### src/gst_pkg.sv
// package: constants for the gated sixteen bit timer
package gst_pkg;
   // register offsets on the plain register port
   localparam logic [2:0] ADDR_COUNT_LOW = 3'h0; // count_low_byte
   localparam logic [2:0] ADDR_COUNT_HIGH = 3'h1; // count_high_byte (or buffer)
   localparam logic [2:0] ADDR_TIMER_CTRL = 3'h2; // timer_control_reg
   localparam logic [2:0] ADDR_GATE_CTRL = 3'h3; // gate_control_reg
   localparam logic [2:0] ADDR_STATUS = 3'h4; // overflow flag, write 1 to clear
   // timer_control_reg fields
   localparam int CS_MSB = 7; // clock_source_select
   localparam int CS_LSB = 6;
   localparam int PS_MSB = 5; // prescale_select
   localparam int PS_LSB = 4;
   localparam int OSC_BIT = 3; // secondary_osc_request
   localparam int SYNC_BIT = 2; // sync_disable_bit
   localparam int WIDE_BIT = 1; // wide_access_enable
   localparam int ON_BIT = 0; // timer_on_bit
   // gate_control_reg fields
   localparam int GE_BIT = 7; // gate_enable_bit
   localparam int GPOL_BIT = 6; // gate_polarity
   localparam int GTM_BIT = 5; // gate_toggle_enable
   localparam int GSS_MSB = 1; // gate_source_select
   localparam int GSS_LSB = 0;
   // writable masks and reset values
   localparam logic [7:0] TIMER_CTRL_MASK = 8'hff;
   localparam logic [7:0] GATE_CTRL_MASK = 8'he3;
   localparam logic [7:0] CTRL_RESET = 8'h00;
   localparam logic [15:0] COUNT_RESET = 16'h0000;
   localparam logic [15:0] COUNT_MAX = 16'hffff;
   localparam logic [7:0] COMPANION_MAX = 8'hff;
   // instruction clock divides system clock by four
   localparam logic [1:0] INSTR_DIV_LAST = 2'h3;
   // clock source encodings
   typedef enum logic [1:0] {
      GST_CS_INSTR = 2'b00,
      GST_CS_SYS = 2'b01,
      GST_CS_EXT = 2'b10,
      GST_CS_LFOSC = 2'b11
   } gst_cs_type;
   // gate source encodings
   typedef enum logic [1:0] {
      GST_GS_PIN = 2'b00,
      GST_GS_COMPANION = 2'b01,
      GST_GS_CMP1 = 2'b10,
      GST_GS_CMP2 = 2'b11
   } gst_gs_type;
endpackage

### src/gst_timer.sv
// module: gated sixteen bit timer with prescaler, wide access and gate logic
`timescale 1ns/10ps
`default_nettype none
module gst_timer (
   input wire logic clk,
   input wire logic rst,
   input wire logic [2:0] reg_addr,
   input wire logic [7:0] reg_wdata,
   input wire logic reg_wr,
   input wire logic reg_rd,
   output logic [7:0] reg_rdata,
   input wire logic external_count_input,
   input wire logic gate_input_pin,
   input wire logic low_freq_internal_osc,
   input wire logic crystal_in_pin,
   output logic crystal_out_pin,
   output logic secondary_osc_enable,
   input wire logic companion_8bit_timer_tick,
   input wire logic [7:0] companion_8bit_timer,
   input wire logic cmp1_out,
   input wire logic cmp2_out,
   input wire logic cmp_gate_sync,
   output logic overflow_flag,
   output logic [15:0] count_value
);
   // control registers
   logic [7:0] timer_control_reg; // timer_control_reg image
   logic [7:0] gate_control_reg; // gate_control_reg image
   logic [15:0] count_reg; // live count
   logic [7:0] high_buf_reg; // wide access buffer
   logic [2:0] presc_reg; // prescale counter
   logic [1:0] instr_div_reg; // divide by four for instruction clock
   logic ovf_reg; // sticky overflow flag
   logic gate_ff_reg; // toggle flip-flop
   logic armed_reg; // falling edge seen on event input
   logic [7:0] rdata_reg; // read data register
   logic xtal_reg; // crystal amplifier output
   logic cmp_pulse_reg; // companion wrap pulse
   logic [7:0] comp_prev_reg; // previous companion count
   // two stage synchronisers
   logic [1:0] ext_sync1_reg, ext_sync2_reg; // external / crystal input
   logic [1:0] lf_sync_reg; // low frequency oscillator
   logic [1:0] gpin_sync_reg; // gate pin
   logic [1:0] c1_sync_reg; // comparator 1
   logic [1:0] c2_sync_reg; // comparator 2
   logic ext_prev_reg; // previous external level
   logic lf_prev_reg; // previous low osc level
   logic gate_prev_reg; // previous selected gate level
   logic ext_fast_reg; // single stage capture for async mode
   logic ext_fast_prev_reg; // previous fast capture

   // decoded controls
   logic timer_on, gate_en, gate_pol, gate_tm, sync_dis, wide_mode;
   logic [1:0] presc_sel;
   gst_pkg::gst_cs_type cs_sel;
   gst_pkg::gst_gs_type gs_sel;
   assign timer_on = timer_control_reg[gst_pkg::ON_BIT];
   assign wide_mode = timer_control_reg[gst_pkg::WIDE_BIT];
   assign sync_dis = timer_control_reg[gst_pkg::SYNC_BIT];
   assign presc_sel = timer_control_reg[gst_pkg::PS_MSB:gst_pkg::PS_LSB];
   assign cs_sel = gst_pkg::gst_cs_type'(timer_control_reg[gst_pkg::CS_MSB:gst_pkg::CS_LSB]);
   assign gate_en = gate_control_reg[gst_pkg::GE_BIT];
   assign gate_pol = gate_control_reg[gst_pkg::GPOL_BIT];
   assign gate_tm = gate_control_reg[gst_pkg::GTM_BIT];
   assign gs_sel = gst_pkg::gst_gs_type'(gate_control_reg[gst_pkg::GSS_MSB:gst_pkg::GSS_LSB]);

   // address decode helper
   function automatic logic hit(input logic strobe, input logic [2:0] a, input logic [2:0] t);
      hit = strobe && (a == t);
   endfunction

   // write and read decodes
   logic wr_low, wr_high, rd_low, count_write, presc_clear;
   assign wr_low = hit(reg_wr, reg_addr, gst_pkg::ADDR_COUNT_LOW);
   assign wr_high = hit(reg_wr, reg_addr, gst_pkg::ADDR_COUNT_HIGH);
   assign rd_low = hit(reg_rd, reg_addr, gst_pkg::ADDR_COUNT_LOW);
   assign count_write = wr_low || wr_high;
   assign presc_clear = wr_low || (wr_high && !wide_mode);
   // writes that reach the live count; a buffered high write does not
   logic count_load;
   assign count_load = wr_low || (wr_high && !wide_mode);

   // synchronisers: first stage read only by second stage
   always_ff @(posedge clk or posedge rst) begin
      if (rst) begin
         ext_sync1_reg <= 2'h0;
         lf_sync_reg <= 2'h0;
         gpin_sync_reg <= 2'h0;
         c1_sync_reg <= 2'h0;
         c2_sync_reg <= 2'h0;
      end else begin
         // secondary oscillator replaces the pin when requested
         ext_sync1_reg <= {ext_sync1_reg[0],
            timer_control_reg[gst_pkg::OSC_BIT] ? crystal_in_pin : external_count_input};
         lf_sync_reg <= {lf_sync_reg[0], low_freq_internal_osc};
         gpin_sync_reg <= {gpin_sync_reg[0], gate_input_pin};
         c1_sync_reg <= {c1_sync_reg[0], cmp1_out};
         c2_sync_reg <= {c2_sync_reg[0], cmp2_out};
      end
   end

   // extra stage for synchronous mode, one stage less when sync disabled
   always_ff @(posedge clk or posedge rst) begin
      if (rst) begin
         ext_sync2_reg <= 2'h0;
         ext_prev_reg <= 1'b0;
         lf_prev_reg <= 1'b0;
         ext_fast_reg <= 1'b0;
         ext_fast_prev_reg <= 1'b0;
      end else begin
         ext_sync2_reg <= {ext_sync2_reg[0], ext_sync1_reg[1]};
         ext_prev_reg <= ext_sync2_reg[1];
         lf_prev_reg <= lf_sync_reg[1];
         ext_fast_reg <= ext_sync1_reg[1]; // shortest legal path
         ext_fast_prev_reg <= ext_fast_reg;
      end
   end

   // external level and edges in the chosen path
   logic ext_level, ext_rise, ext_fall;
   // async mode skips the extra resync stage, so a mode switch may
   // drop or add one edge
   assign ext_level = sync_dis ? ext_fast_reg : ext_sync2_reg[1];
   assign ext_rise = sync_dis ? (ext_fast_reg && !ext_fast_prev_reg)
                              : (ext_sync2_reg[1] && !ext_prev_reg);
   assign ext_fall = sync_dis ? (!ext_fast_reg && ext_fast_prev_reg)
                              : (!ext_sync2_reg[1] && ext_prev_reg);

   // instruction clock divider, free running
   always_ff @(posedge clk or posedge rst) begin
      if (rst) begin
         instr_div_reg <= 2'h0;
      end else begin
         instr_div_reg <= instr_div_reg + 2'h1;
      end
   end

   // falling edge arming for event counting
   always_ff @(posedge clk or posedge rst) begin
      if (rst) begin
         armed_reg <= 1'b0;
      end else if (!timer_on || count_write) begin
         armed_reg <= 1'b0; // disabled or written: rearm
      end else if (ext_fall) begin
         armed_reg <= 1'b1;
      end
   end

   // raw tick of the selected source
   logic src_tick;
   always_comb begin
      case (cs_sel)
         gst_pkg::GST_CS_INSTR: src_tick = (instr_div_reg == gst_pkg::INSTR_DIV_LAST);
         gst_pkg::GST_CS_SYS: src_tick = 1'b1;
         gst_pkg::GST_CS_EXT: src_tick = ext_rise && armed_reg;
         gst_pkg::GST_CS_LFOSC: src_tick = lf_sync_reg[1] && !lf_prev_reg;
         default: src_tick = 1'b0;
      endcase
   end

   // companion wrap detector: one cycle pulse on FFh to 00h
   always_ff @(posedge clk or posedge rst) begin
      if (rst) begin
         comp_prev_reg <= 8'h00;
         cmp_pulse_reg <= 1'b0;
      end else begin
         comp_prev_reg <= companion_8bit_timer;
         cmp_pulse_reg <= companion_8bit_timer_tick
            && (comp_prev_reg == gst_pkg::COMPANION_MAX)
            && (companion_8bit_timer == 8'h00);
      end
   end

   // gate source mux
   logic gate_src;
   always_comb begin
      case (gs_sel)
         gst_pkg::GST_GS_PIN: gate_src = gpin_sync_reg[1];
         gst_pkg::GST_GS_COMPANION: gate_src = cmp_pulse_reg;
         // comparators synchronised or taken directly
         gst_pkg::GST_GS_CMP1: gate_src = cmp_gate_sync ? c1_sync_reg[1] : cmp1_out;
         gst_pkg::GST_GS_CMP2: gate_src = cmp_gate_sync ? c2_sync_reg[1] : cmp2_out;
         default: gate_src = 1'b0;
      endcase
   end

   // polarity applied gate level
   logic gate_lvl;
   assign gate_lvl = gate_src ~^ gate_pol; // count when gate equals polarity

   // toggle flip-flop on rising edge of the active gate level
   always_ff @(posedge clk or posedge rst) begin
      if (rst) begin
         gate_prev_reg <= 1'b0;
         gate_ff_reg <= 1'b0;
      end else begin
         gate_prev_reg <= gate_lvl;
         if (!timer_on || !gate_tm) begin
            gate_ff_reg <= 1'b0;
         end else if (gate_lvl && !gate_prev_reg) begin
            gate_ff_reg <= !gate_ff_reg;
         end
      end
   end

   // count permission
   logic gate_ok, count_ok;
   assign gate_ok = gate_tm ? gate_ff_reg : gate_lvl;
   assign count_ok = timer_on && (!gate_en || gate_ok);

   // prescaler terminal value per selection
   logic [2:0] presc_last;
   always_comb begin
      case (presc_sel)
         2'b00: presc_last = 3'h0;
         2'b01: presc_last = 3'h1;
         2'b10: presc_last = 3'h3;
         2'b11: presc_last = 3'h7;
         default: presc_last = 3'h0;
      endcase
   end

   // increment strobe
   logic inc;
   assign inc = count_ok && src_tick && (presc_reg == presc_last) && !count_load;

   // prescaler counter, not visible to software
   always_ff @(posedge clk or posedge rst) begin
      if (rst) begin
         presc_reg <= 3'h0;
      end else if (presc_clear) begin
         presc_reg <= 3'h0;
      end else if (count_ok && src_tick) begin
         presc_reg <= (presc_reg == presc_last) ? 3'h0 : presc_reg + 3'h1;
      end
   end

   // live count; writes win over increments
   always_ff @(posedge clk or posedge rst) begin
      if (rst) begin
         count_reg <= gst_pkg::COUNT_RESET;
      end else if (wr_low) begin
         // wide mode: high byte loaded from the buffer
         count_reg <= {(wide_mode ? high_buf_reg : count_reg[15:8]), reg_wdata};
      end else if (wr_high && !wide_mode) begin
         count_reg[15:8] <= reg_wdata;
      end else if (inc) begin
         count_reg <= count_reg + 16'h0001; // wraps to 0000h
      end
   end

   // high byte buffer for wide access
   always_ff @(posedge clk or posedge rst) begin
      if (rst) begin
         high_buf_reg <= 8'h00;
      end else if (wide_mode && wr_high) begin
         high_buf_reg <= reg_wdata;
      end else if (wide_mode && rd_low) begin
         high_buf_reg <= count_reg[15:8];
      end
   end

   // overflow flag: set wins over software clear
   always_ff @(posedge clk or posedge rst) begin
      if (rst) begin
         ovf_reg <= 1'b0;
      end else if (inc && (count_reg == gst_pkg::COUNT_MAX)) begin
         ovf_reg <= 1'b1;
      end else if (hit(reg_wr, reg_addr, gst_pkg::ADDR_STATUS) && reg_wdata[0]) begin
         ovf_reg <= 1'b0;
      end
   end

   // control register writes
   always_ff @(posedge clk or posedge rst) begin
      if (rst) begin
         timer_control_reg <= gst_pkg::CTRL_RESET;
         gate_control_reg <= gst_pkg::CTRL_RESET;
      end else begin
         if (hit(reg_wr, reg_addr, gst_pkg::ADDR_TIMER_CTRL)) begin
            timer_control_reg <= reg_wdata & gst_pkg::TIMER_CTRL_MASK;
         end
         if (hit(reg_wr, reg_addr, gst_pkg::ADDR_GATE_CTRL)) begin
            gate_control_reg <= reg_wdata & gst_pkg::GATE_CTRL_MASK;
         end
      end
   end

   // read data, one cycle after the read strobe; unmapped reads zero
   always_ff @(posedge clk or posedge rst) begin
      if (rst) begin
         rdata_reg <= 8'h00;
      end else if (reg_rd) begin
         case (reg_addr)
            gst_pkg::ADDR_COUNT_LOW: rdata_reg <= count_reg[7:0];
            gst_pkg::ADDR_COUNT_HIGH: begin
               // wide mode reads the buffer, otherwise the live byte
               rdata_reg <= wide_mode ? high_buf_reg : count_reg[15:8];
            end
            gst_pkg::ADDR_TIMER_CTRL: rdata_reg <= timer_control_reg;
            gst_pkg::ADDR_GATE_CTRL: rdata_reg <= gate_control_reg;
            gst_pkg::ADDR_STATUS: rdata_reg <= {7'h00, ovf_reg};
            default: rdata_reg <= 8'h00;
         endcase
      end else begin
         rdata_reg <= 8'h00;
      end
   end

   // crystal amplifier: inverts input while enabled, runs regardless of gate
   always_ff @(posedge clk or posedge rst) begin
      if (rst) begin
         xtal_reg <= 1'b0;
      end else begin
         xtal_reg <= timer_control_reg[gst_pkg::OSC_BIT] && !ext_sync1_reg[1];
      end
   end

   // outputs straight from flip-flops
   assign reg_rdata = rdata_reg;
   assign overflow_flag = ovf_reg;
   assign count_value = count_reg;
   assign crystal_out_pin = xtal_reg;
   assign secondary_osc_enable = timer_control_reg[gst_pkg::OSC_BIT];
endmodule // gst_timer
`default_nettype wire

### config.mk
export PLATFORM = sky130hd
export DESIGN_NAME = gst_timer
export DESIGN_NICKNAME = d
export VERILOG_FILES = /design/src/gst_pkg.sv /design/src/gst_timer.sv
export SDC_FILE = /design/constraint.sdc
export NUM_CORES = 1
export LEC_CHECK = 0
export BUFFER_PORTS_ARGS = -buffer_cell sky130_fd_sc_hd__buf_2
export CAP_MARGIN = 20
export CORE_MARGIN = 2
export CORE_UTILIZATION = 50
export CTS_CLUSTER_DIAMETER = 200
export DETAILED_ROUTE_END_ITERATION = 8
export GPL_ROUTABILITY_DRIVEN = 1
export PLACE_DENSITY = 0.69
export SLEW_MARGIN = 20
export SYNTH_ARGS = -nofsm -noshare
export SYNTH_HDL_FRONTEND = slang
export SYNTH_SLANG_ARGS = --single-unit
export TNS_END_PERCENT = 20
### constraint.sdc
create_clock -name clk -period 3 [get_ports clk]
set_input_delay 0.6 -clock clk [delete_from_list [all_inputs] [get_ports clk]]
set_output_delay 0.6 -clock clk [all_outputs]
set_load 0.03 [all_outputs]
-- Yosys cells after proc, flatten, opt, wreduce, memory -nomap -nowiden
Index checks and enable logic that the tools add are counted.
- register bits after elaboration: 80
- input bits: 31
- logic and storage cells: 130
- $add $sub $neg: 3
- eq/ne operators: 18
- mux-type cells: 27
- bitwise gates (word level): 1
- reductions and logical operators: 56
- operators with widths (cell ; count):
    $mux W8 ; 6
    $pmux W8 S5 ; 1
    $mux W16 ; 2
    $logic_and A1 B1 Y1 ; 25
    $add A16 B1 Y16 const B ; 1
    $eq A16 B16 Y1 const B ; 1
    $eq A2 B2 Y1 const B ; 7
    $logic_not A1 Y1 ; 13
    $mux W1 ; 12
    $pmux W3 S4 ; 1
    $reduce_bool A2 Y1 ; 6
    $mux W3 ; 3
    $eq A8 B8 Y1 const B ; 1
    $logic_not A8 Y1 ; 1
    $pmux W1 S4 ; 2
    $eq A2 B1 Y1 const B ; 3
    $eq A3 B2 Y1 const B ; 2
    $logic_not A2 Y1 ; 3
    $logic_or A1 B1 Y1 ; 5
    $add A3 B1 Y3 const B ; 1
    $eq A3 B1 Y1 const B ; 1
    $eq A3 B3 Y1 ; 1
    $eq A3 B3 Y1 const B ; 1
    $logic_not A3 Y1 ; 1
    other kinds (5) ; 5

-- Depth between registers and ports, before layout
Gate-level depths: netlist (run 1).
- depth after elaboration: 12
- depth in mapped cells: 9
- gate-level depth less buffers: 8

-- Worst setup path before layout (run 1)
Ideal clock, no wire load.
- path type: input to register
- start point: input port reg_addr[1]
- end point: register timer_control_reg[1]
- library setup time: 0.125 ns
- arrival: 2.109 ns
- data required time: 2.875 ns
- slack: 0.766 ns
- stages on the path: 5
- cell sequence: clkbuf_1 nor3b_1 and2_1 buf_2 mux2_2
- cells in the longest elaborated chain, start to end: 2
- RTL lines (what ; RTL line ; text):
    from (decl) ; gst_timer.sv:7 ; input wire logic [2:0] reg_addr,
    $eq A3 B2 Y1 ; gst_timer.sv:69 ; hit = strobe && (a == t);
    $logic_and A1 B1 Y1 ; gst_timer.sv:69 ;
    to (signal assigned) ; gst_timer.sv:277 ; timer_control_reg <= gst_pkg::CTRL_RESET;
    to (signal assigned) ; gst_timer.sv:281 ; timer_control_reg <= reg_wdata & gst_pkg::TIMER_CTRL_MASK;
    to (decl) ; gst_timer.sv:27 ; logic [7:0] timer_control_reg;
Every way passes these cells.
A chain may end at the register's enable or synchronous reset.

-- Worst setup path in the final report (run 1)
- start point: register gate_control_reg[0]
- end point: register count_reg[10] (netlist: count_value[10])
- cells in the longest elaborated chain, start to end: 10
- elaborated cells between the ends (all ways): 13
- those cells by class: eq/ne: 3; mux: 2; bitwise: 1; reduce/logical: 7
- RTL lines (what ; RTL line ; text):
    from (decl) ; gst_timer.sv:28 ; logic [7:0] gate_control_reg;
    from (signal assigned) ; gst_timer.sv:278 ; gate_control_reg <= gst_pkg::CTRL_RESET;
    from (signal assigned) ; gst_timer.sv:284 ; gate_control_reg <= reg_wdata & gst_pkg::GATE_CTRL_MASK;
    $eq A2 B2 Y1 (tied with other cells) ; gst_timer.sv:177 ; case (gs_sel)
    $pmux W1 S4 * ; gst_timer.sv:177 ;
    $xnor A1 B1 Y1 * ; gst_timer.sv:189 ; assign gate_lvl = gate_src ~^ gate_pol;
    $mux W1 * ; gst_timer.sv:208 ; assign gate_ok = gate_tm ? gate_ff_reg : gate_lvl;
    $logic_or A1 B1 Y1 * ; gst_timer.sv:209 ; assign count_ok = timer_on && (!gate_en || gate_ok);
    $logic_and A1 B1 Y1 * ; gst_timer.sv:209 ;
    $logic_and A1 B1 Y1 * (3 in series) ; gst_timer.sv:225 ; assign inc = count_ok && src_tick && (presc_reg == presc_last) && !count_load;
    $reduce_bool A3 Y1 (no source line) * ; - ;
    to (signal assigned) ; gst_timer.sv:241 ; count_reg <= gst_pkg::COUNT_RESET;
    to (signal assigned) ; gst_timer.sv:244 ; count_reg <= {(wide_mode ? high_buf_reg : count_reg[15:8]), reg_wdata};
    to (signal assigned) ; gst_timer.sv:246 ; count_reg[15:8] <= reg_wdata;
    to (decl) ; gst_timer.sv:29 ; logic [15:0] count_reg;
Every way passes the cells marked *; elsewhere a longest branch is shown, timed or not.

==> results of run 1 <==
## cells by family after synthesis
logic type,Yosys count,share of synthesized area
AND/OR/NAND/NOR,121,0.166
flip-flops,78,0.526
adder cells (fa/ha/maj),3,0.0101
AO/OA/AOI/OAI,90,0.152
multiplexers,33,0.0954
buffers and inverters,20,0.0229
XOR/XNOR,12,0.0283
## worst paths after layout
check | endpoint | cells after the start
min in group clk | c2_sync_reg[1] | 0
max reg2reg | count_value[10] | 7
min | reg_rdata[0] | 2
max | count_value[10] | 7
max in group asynchronous | lf_prev_reg | 3
min reg2reg | c2_sync_reg[1] | 0
## critical path, delay by kind of cell, from the launching register on
| kind | cells | cell delay (ns) |
|---|---|---|
| compound gates | 4 | 1.18 |
| simple gates | 2 | 0.54 |
| mux | 1 | 0.15 |
| flops | 1 | 0.44 |
## final cells by class
class / count / area, um^2
tap: 99 / 124
fill: 638 / 2870
multi-input combinational: 259 / 1680
clock buffer: 10 / 128
timing repair buffer: 65 / 358
clock inverter: 6 / 86.3
inverter: 5 / 20.0
sequential: 78 / 1950
## layout by cell type, fill, tap and decap left out, types with 4 or more instances in the layout
master	instances
o21ai_0	21
inv_1	4
buf_4	7
mux2_2	19
nand3_1	6
nand4_1	4
nor3_1	9
nor2_1	26
a22oi_1	16
mux2i_1	14
clkbuf_8	9
and2_1	6
nor3b_1	4
xor2_1	4
a21oi_1	29
nand4b_1	4
nand2_1	39
and3_1	4
xnor2_1	8
dfrtp_1	78
buf_2	57
## stage by stage
stage	hold WS [ns]	setup slack (ns)	std cells	area, um^2
final	0.310	0.564	522	4340
after global routing	0.337	0.372	522	4340
after CTS	0.324	0.571	522	4340
after detailed placement	0.337	0.321	506	4130
after global placement	0.334	0.341	506	4130
after floorplan	0.331	0.405	357	3710
## power by group
part / internal [mW] / leakage, nW / switching [mW] / total [mW]
logic: 0.323 / 0.852 / 0.488 / 0.811
registers: 1.24 / 0.966 / 0.237 / 1.48
clock network: 0.467 / 0.106 / 0.385 / 0.852
## per-layer routing
layer,up-vias,GRT usage
met5,-,0
met4,0,0.0795
met3,17,0.0511
met2,86,0.371
met1,1462,0.330
li1,1409,-
==> metrics.cfg, run 1 <==
[run_status]
status = finished, final reports clean

[routing]
route.detailed.vias_per_inst = 5.70
routed-wl-met3_um = 440
wirelength_um = 9040
wl_per_cell_um = 17.3
highest_layer = met4
drt-met1-wl_um = 4080
dr.pass1.iters = 5
routed-wl-met2_um = 4350
drc = 0
ant_nets = 0
vias = 2974
drt_iter0_drc = 149

[cts]
h-tree-depth = 3
cts_resized = 0
worstSkewPairLatency_ns = 0.36
cts.sinks = 78
cts_tree = done
postCtsHoldBufs = 0
ctsRootBufferMaster = clkbuf_8
cts_setup_buffers = 0
cts_buffers = 9
clk_transition_reported_paths_ns = 0.08
cts.path.max_buffers = 2

[floorplanning]
num_rows = 31
start_util = 0.515
fp.dieArea_mm2 = 0.00813
io_pins = 58
die_x_um = 90.2
core_area_mm2 = 0.00721
die_y_um = 90.2

[setup_path]
critPathMaxFanout = 15
slowest_stage = o21ai_2
worstPathRequired_ns = 3.25
r2r-start = gate_control_reg[0]
cp-startpoint = gate_control_reg[0]
slowest_delay_ns = 0.58
crit_chain = nand2b_1 > o22ai_1 > mux2i_1 > o21ai_2 > nand2_1 > o21a_1 > o22a_1
ff2ff_setup_slack_ns = 0.56
worst_ep_arrival_time_ns = 2.69
cp-start-kind = register
path_class = reg -> reg
endpoint_kind = register

[timing]
finalCritPeriodShare = 0.812
tightest_slew_ns = 0.685
finalMaxSlewViolations = 0
skew_ns = 0.00959
min_period_ns = 2.44
rsz0062_at_grt = no
setup_violations = 0
timing.slew.headroom = 0.543
hold_violations = 0
fmax_mhz = 410
finalSetupTns_ns = 0

[synthesis]
yosysTopAreaCell = dfrtp_1
synth_cell_type_count = 50
synth_edf_count = 0
synth.ff_latch_count = 78
synthTopCellsByArea = dfrtp_1, mux2_2, nand2_1, a21oi_1, mux2i_1
synthTopCellsByCount = dfrtp_1, nand2_1, a21oi_1
synth.most_common_cell = dfrtp_1
syn_nets = 391
syn_inst = 357
syn_area_mm2 = 0.00371
avgSynthCellArea_um2 = 10.4
yosysTopAreaCellShare = 0.526
synth_ff_type = dfrtp_1
yosys_warnings = 0
async_flop_share = 1.00
synth-seq-area-share = 0.526

[global_route]
grt_pass1_wl_um = 15200
grt_overflow = 0
antenna_found_initial = 0
grt_max_degree = 43
grt_util_all_layers = 0.237
grt_pass1_vias = 2934

[worst_hold_path]
hold_class = in -> async

[layout]
n_antenna_cell = 0
drive_gt1_frac = 0.251
largest_reg_flops = 16
nNetsFinal = 452
area_growth_pct = 17.0
final_util = 0.602

[power_and_ir_drop]
p_leak_nw = 1.92
max-vdd-ir-drop_mv = 0.370
p_per_area_mw_per_mm2 = 722
power_mw = 3.14

[place]
gp_congestion = 0.920
port_buffers = 57
detailed_place_hpwl_um = 6500

[job]
max_cap_violations = 0

Note: power is estimated with default switching activity, not from simulation.
==> inputs of run 2 (changes only) <==
- clock period: 3 -> 2.4 ns (I/O delays scaled with it)
==> metrics.cfg, run 2 (synthesized netlist as in run 1, its figures left out) <==
[run_status]
status = finished, final reports clean

[cts]
worstSkewPairLatency_ns = 0.36  ; about the same
cts_tree = done
h-tree-depth = 3  ; unchanged
cts_buffers = 9  ; unchanged
ctsRootBufferMaster = clkbuf_8
cts.sinks = 78  ; unchanged
clk_transition_reported_paths_ns = 0.08  ; about the same
cts.path.max_buffers = 2  ; unchanged

[timing]
hold_violations = 0  ; unchanged
fmax_mhz = 430  ; +4.6%
tightest_slew_ns = 0.614  ; -0.0713 ns
skew_ns = 0.00762  ; -0.00197 ns
timing.slew.headroom = 0.591  ; +0.0476
setup_violations = 0  ; unchanged
finalMaxSlewViolations = 0  ; unchanged
setup_ws_ns = 0.0718  ; -0.492 ns
min_period_ns = 2.33  ; -0.108 ns
finalCritPeriodShare = 0.970  ; +0.158

[place]
place_ws_ns = -0.168  ; -0.489 ns
detailed_place_hpwl_um = 6750  ; +3.9%
place_area_mm2 = 0.00414  ; +0.24%
port_buffers = 57  ; unchanged
gp_congestion = 0.888  ; -3.5%

[setup_path]
critPathMaxFanout = 11  ; -4
crit_chain = or3b_1 > a211o_1 > a221oi_4 > o21ai_4 > buf_4 > buf_4 > o21ai_0 > a21oi_1
path_class = reg -> reg
worstPathRequired_ns = 2.64  ; -0.61 ns
path_buf_inv = 2  ; +2
cp-start-kind = register
slowest_delay_ns = 0.38  ; -0.20 ns
critPathTopFamily = compound AO/OA/AOI/OAI gates
worst_ep_arrival_time_ns = 2.57  ; -0.12 ns
crit_top_cell = buf_4
slowest_stage = dfrtp_1
endpoint_kind = register

[routing]
ant_nets = 0  ; unchanged
wl_per_cell_um = 18.0  ; +3.8%
dr.pass1.iters = 5  ; unchanged
route.detailed.vias_per_inst = 5.80  ; +1.9%
drt_iter0_drc = 140  ; -6.0%
wirelength_um = 9490  ; +5.0%
drc = 0  ; unchanged
vias = 3065  ; +3.1%

[layout]
n_antenna_cell = 0  ; unchanged
mostFrequentLayoutCell = dfrtp_1
post-route-cell-area_mm2 = 0.00442  ; +1.8%
nNetsFinal = 458  ; +1.3%
final_cell_mix = dfrtp_1, buf_2, nand2_1
drive_gt1_frac = 0.263  ; +0.0128
area_growth_pct = 19.1
largest_reg_flops = 16  ; unchanged

[floorplanning]
die_x_um = 90.2  ; unchanged
die_y_um = 90.2  ; unchanged
fp.dieArea_mm2 = 0.00813  ; unchanged
num_rows = 31  ; unchanged
core_area_mm2 = 0.00721  ; unchanged
start_util = 0.515  ; unchanged
io_pins = 58  ; unchanged

[power_and_ir_drop]
max-vdd-ir-drop_mv = 0.374  ; +0.90%
p_per_area_mw_per_mm2 = 898  ; +24%
p_leak_nw = 1.97  ; +2.2%

[global_route]
antenna_found_initial = 0  ; unchanged
grt_pass1_wl_um = 15700  ; +3.2%
grt_pass1_vias = 3055  ; +4.1%
grt_overflow = 0  ; unchanged
grt_util_all_layers = 0.245  ; +0.00805
grt_max_degree = 58  ; +35%

[worst_hold_path]
hold_class = in -> async

[job]
max_cap_violations = 0  ; unchanged

==> run 2: path summary, 6_finish.rpt <==
check | start | to | cells after the start | slack (ns)
max | timer_control_reg[2] | count_value[14] | 8 | 0.07
min reg2reg | ext_sync1_reg[0] | ext_sync1_reg[1] | 0 | 0.36
max reg2reg | timer_control_reg[2] | count_value[14] | 8 | 0.07
max in group asynchronous | rst | presc_reg[0] | 3 | 1.60
min | rst | reg_rdata[0] | 2 | 0.14
min in group clk | low_freq_internal_osc | lf_sync_reg[0] | 1 | 0.23
==> run 2: worst register-to-register path: cells and delay by family, from the launching register on <==
kind | cells | cell delay (ns)
compound gates | 5 | 1.11
buf+inv | 2 | 0.33
flops | 1 | 0.38
simple gates | 1 | 0.38
==> run 2: power breakdown <==
group	internal, mW	total, mW	switching [mW]	leakage, nW
registers	1.55	1.84	0.297	0.966
logic	0.424	1.06	0.639	0.893
clock network	0.584	1.07	0.483	0.106
total	2.55	3.97	1.42	1.97
==> run 2: repair_timing <==
item,CTS,global route
buffers inserted,0,5
hold buffers,0,0
resized for setup,1,3
setup endpoints to repair,1,8
hold endpoints to repair,0,0
==> run 2: metal layers <==
layer	up-vias	track usage	routed length (um)	part of all wire
li1	1425	-	-	-
met4	0	0.0667	151	0.016
met3	13	0.0654	560	0.059
met5	-	0	0	0
met1	1517	0.331	4220	0.44
met2	110	0.394	4560	0.48
==> run 2: final cells by class <==
| cell class | count | area, um^2 |
|---|---|---|
| clock buffers | 10 | 128 |
| clock inverters | 6 | 86.3 |
| fillers | 622 | 2790 |
| inverters | 5 | 22.5 |
| multi-input cells | 259 | 1710 |
| flip-flops and latches | 78 | 1950 |
| well taps | 99 | 124 |
| repair buffers | 71 | 403 |
==> run 2: through the flow <==
step / total power, mW / std cells / hold WS [ns] / util / setup TNS [ns]
after floorplan: 2.53 / 357 / 0.331 / - / 0
after global placement: 2.85 / 507 / 0.334 / 0.574 / -0.178
after detailed placement: 2.88 / 507 / 0.336 / 0.574 / -0.476
after CTS: 3.96 / 523 / 0.147 / 0.605 / 0
after global routing: 4.19 / 528 / 0.168 / 0.613 / -0.0103
final: 3.97 / 528 / 0.144 / 0.613 / 0
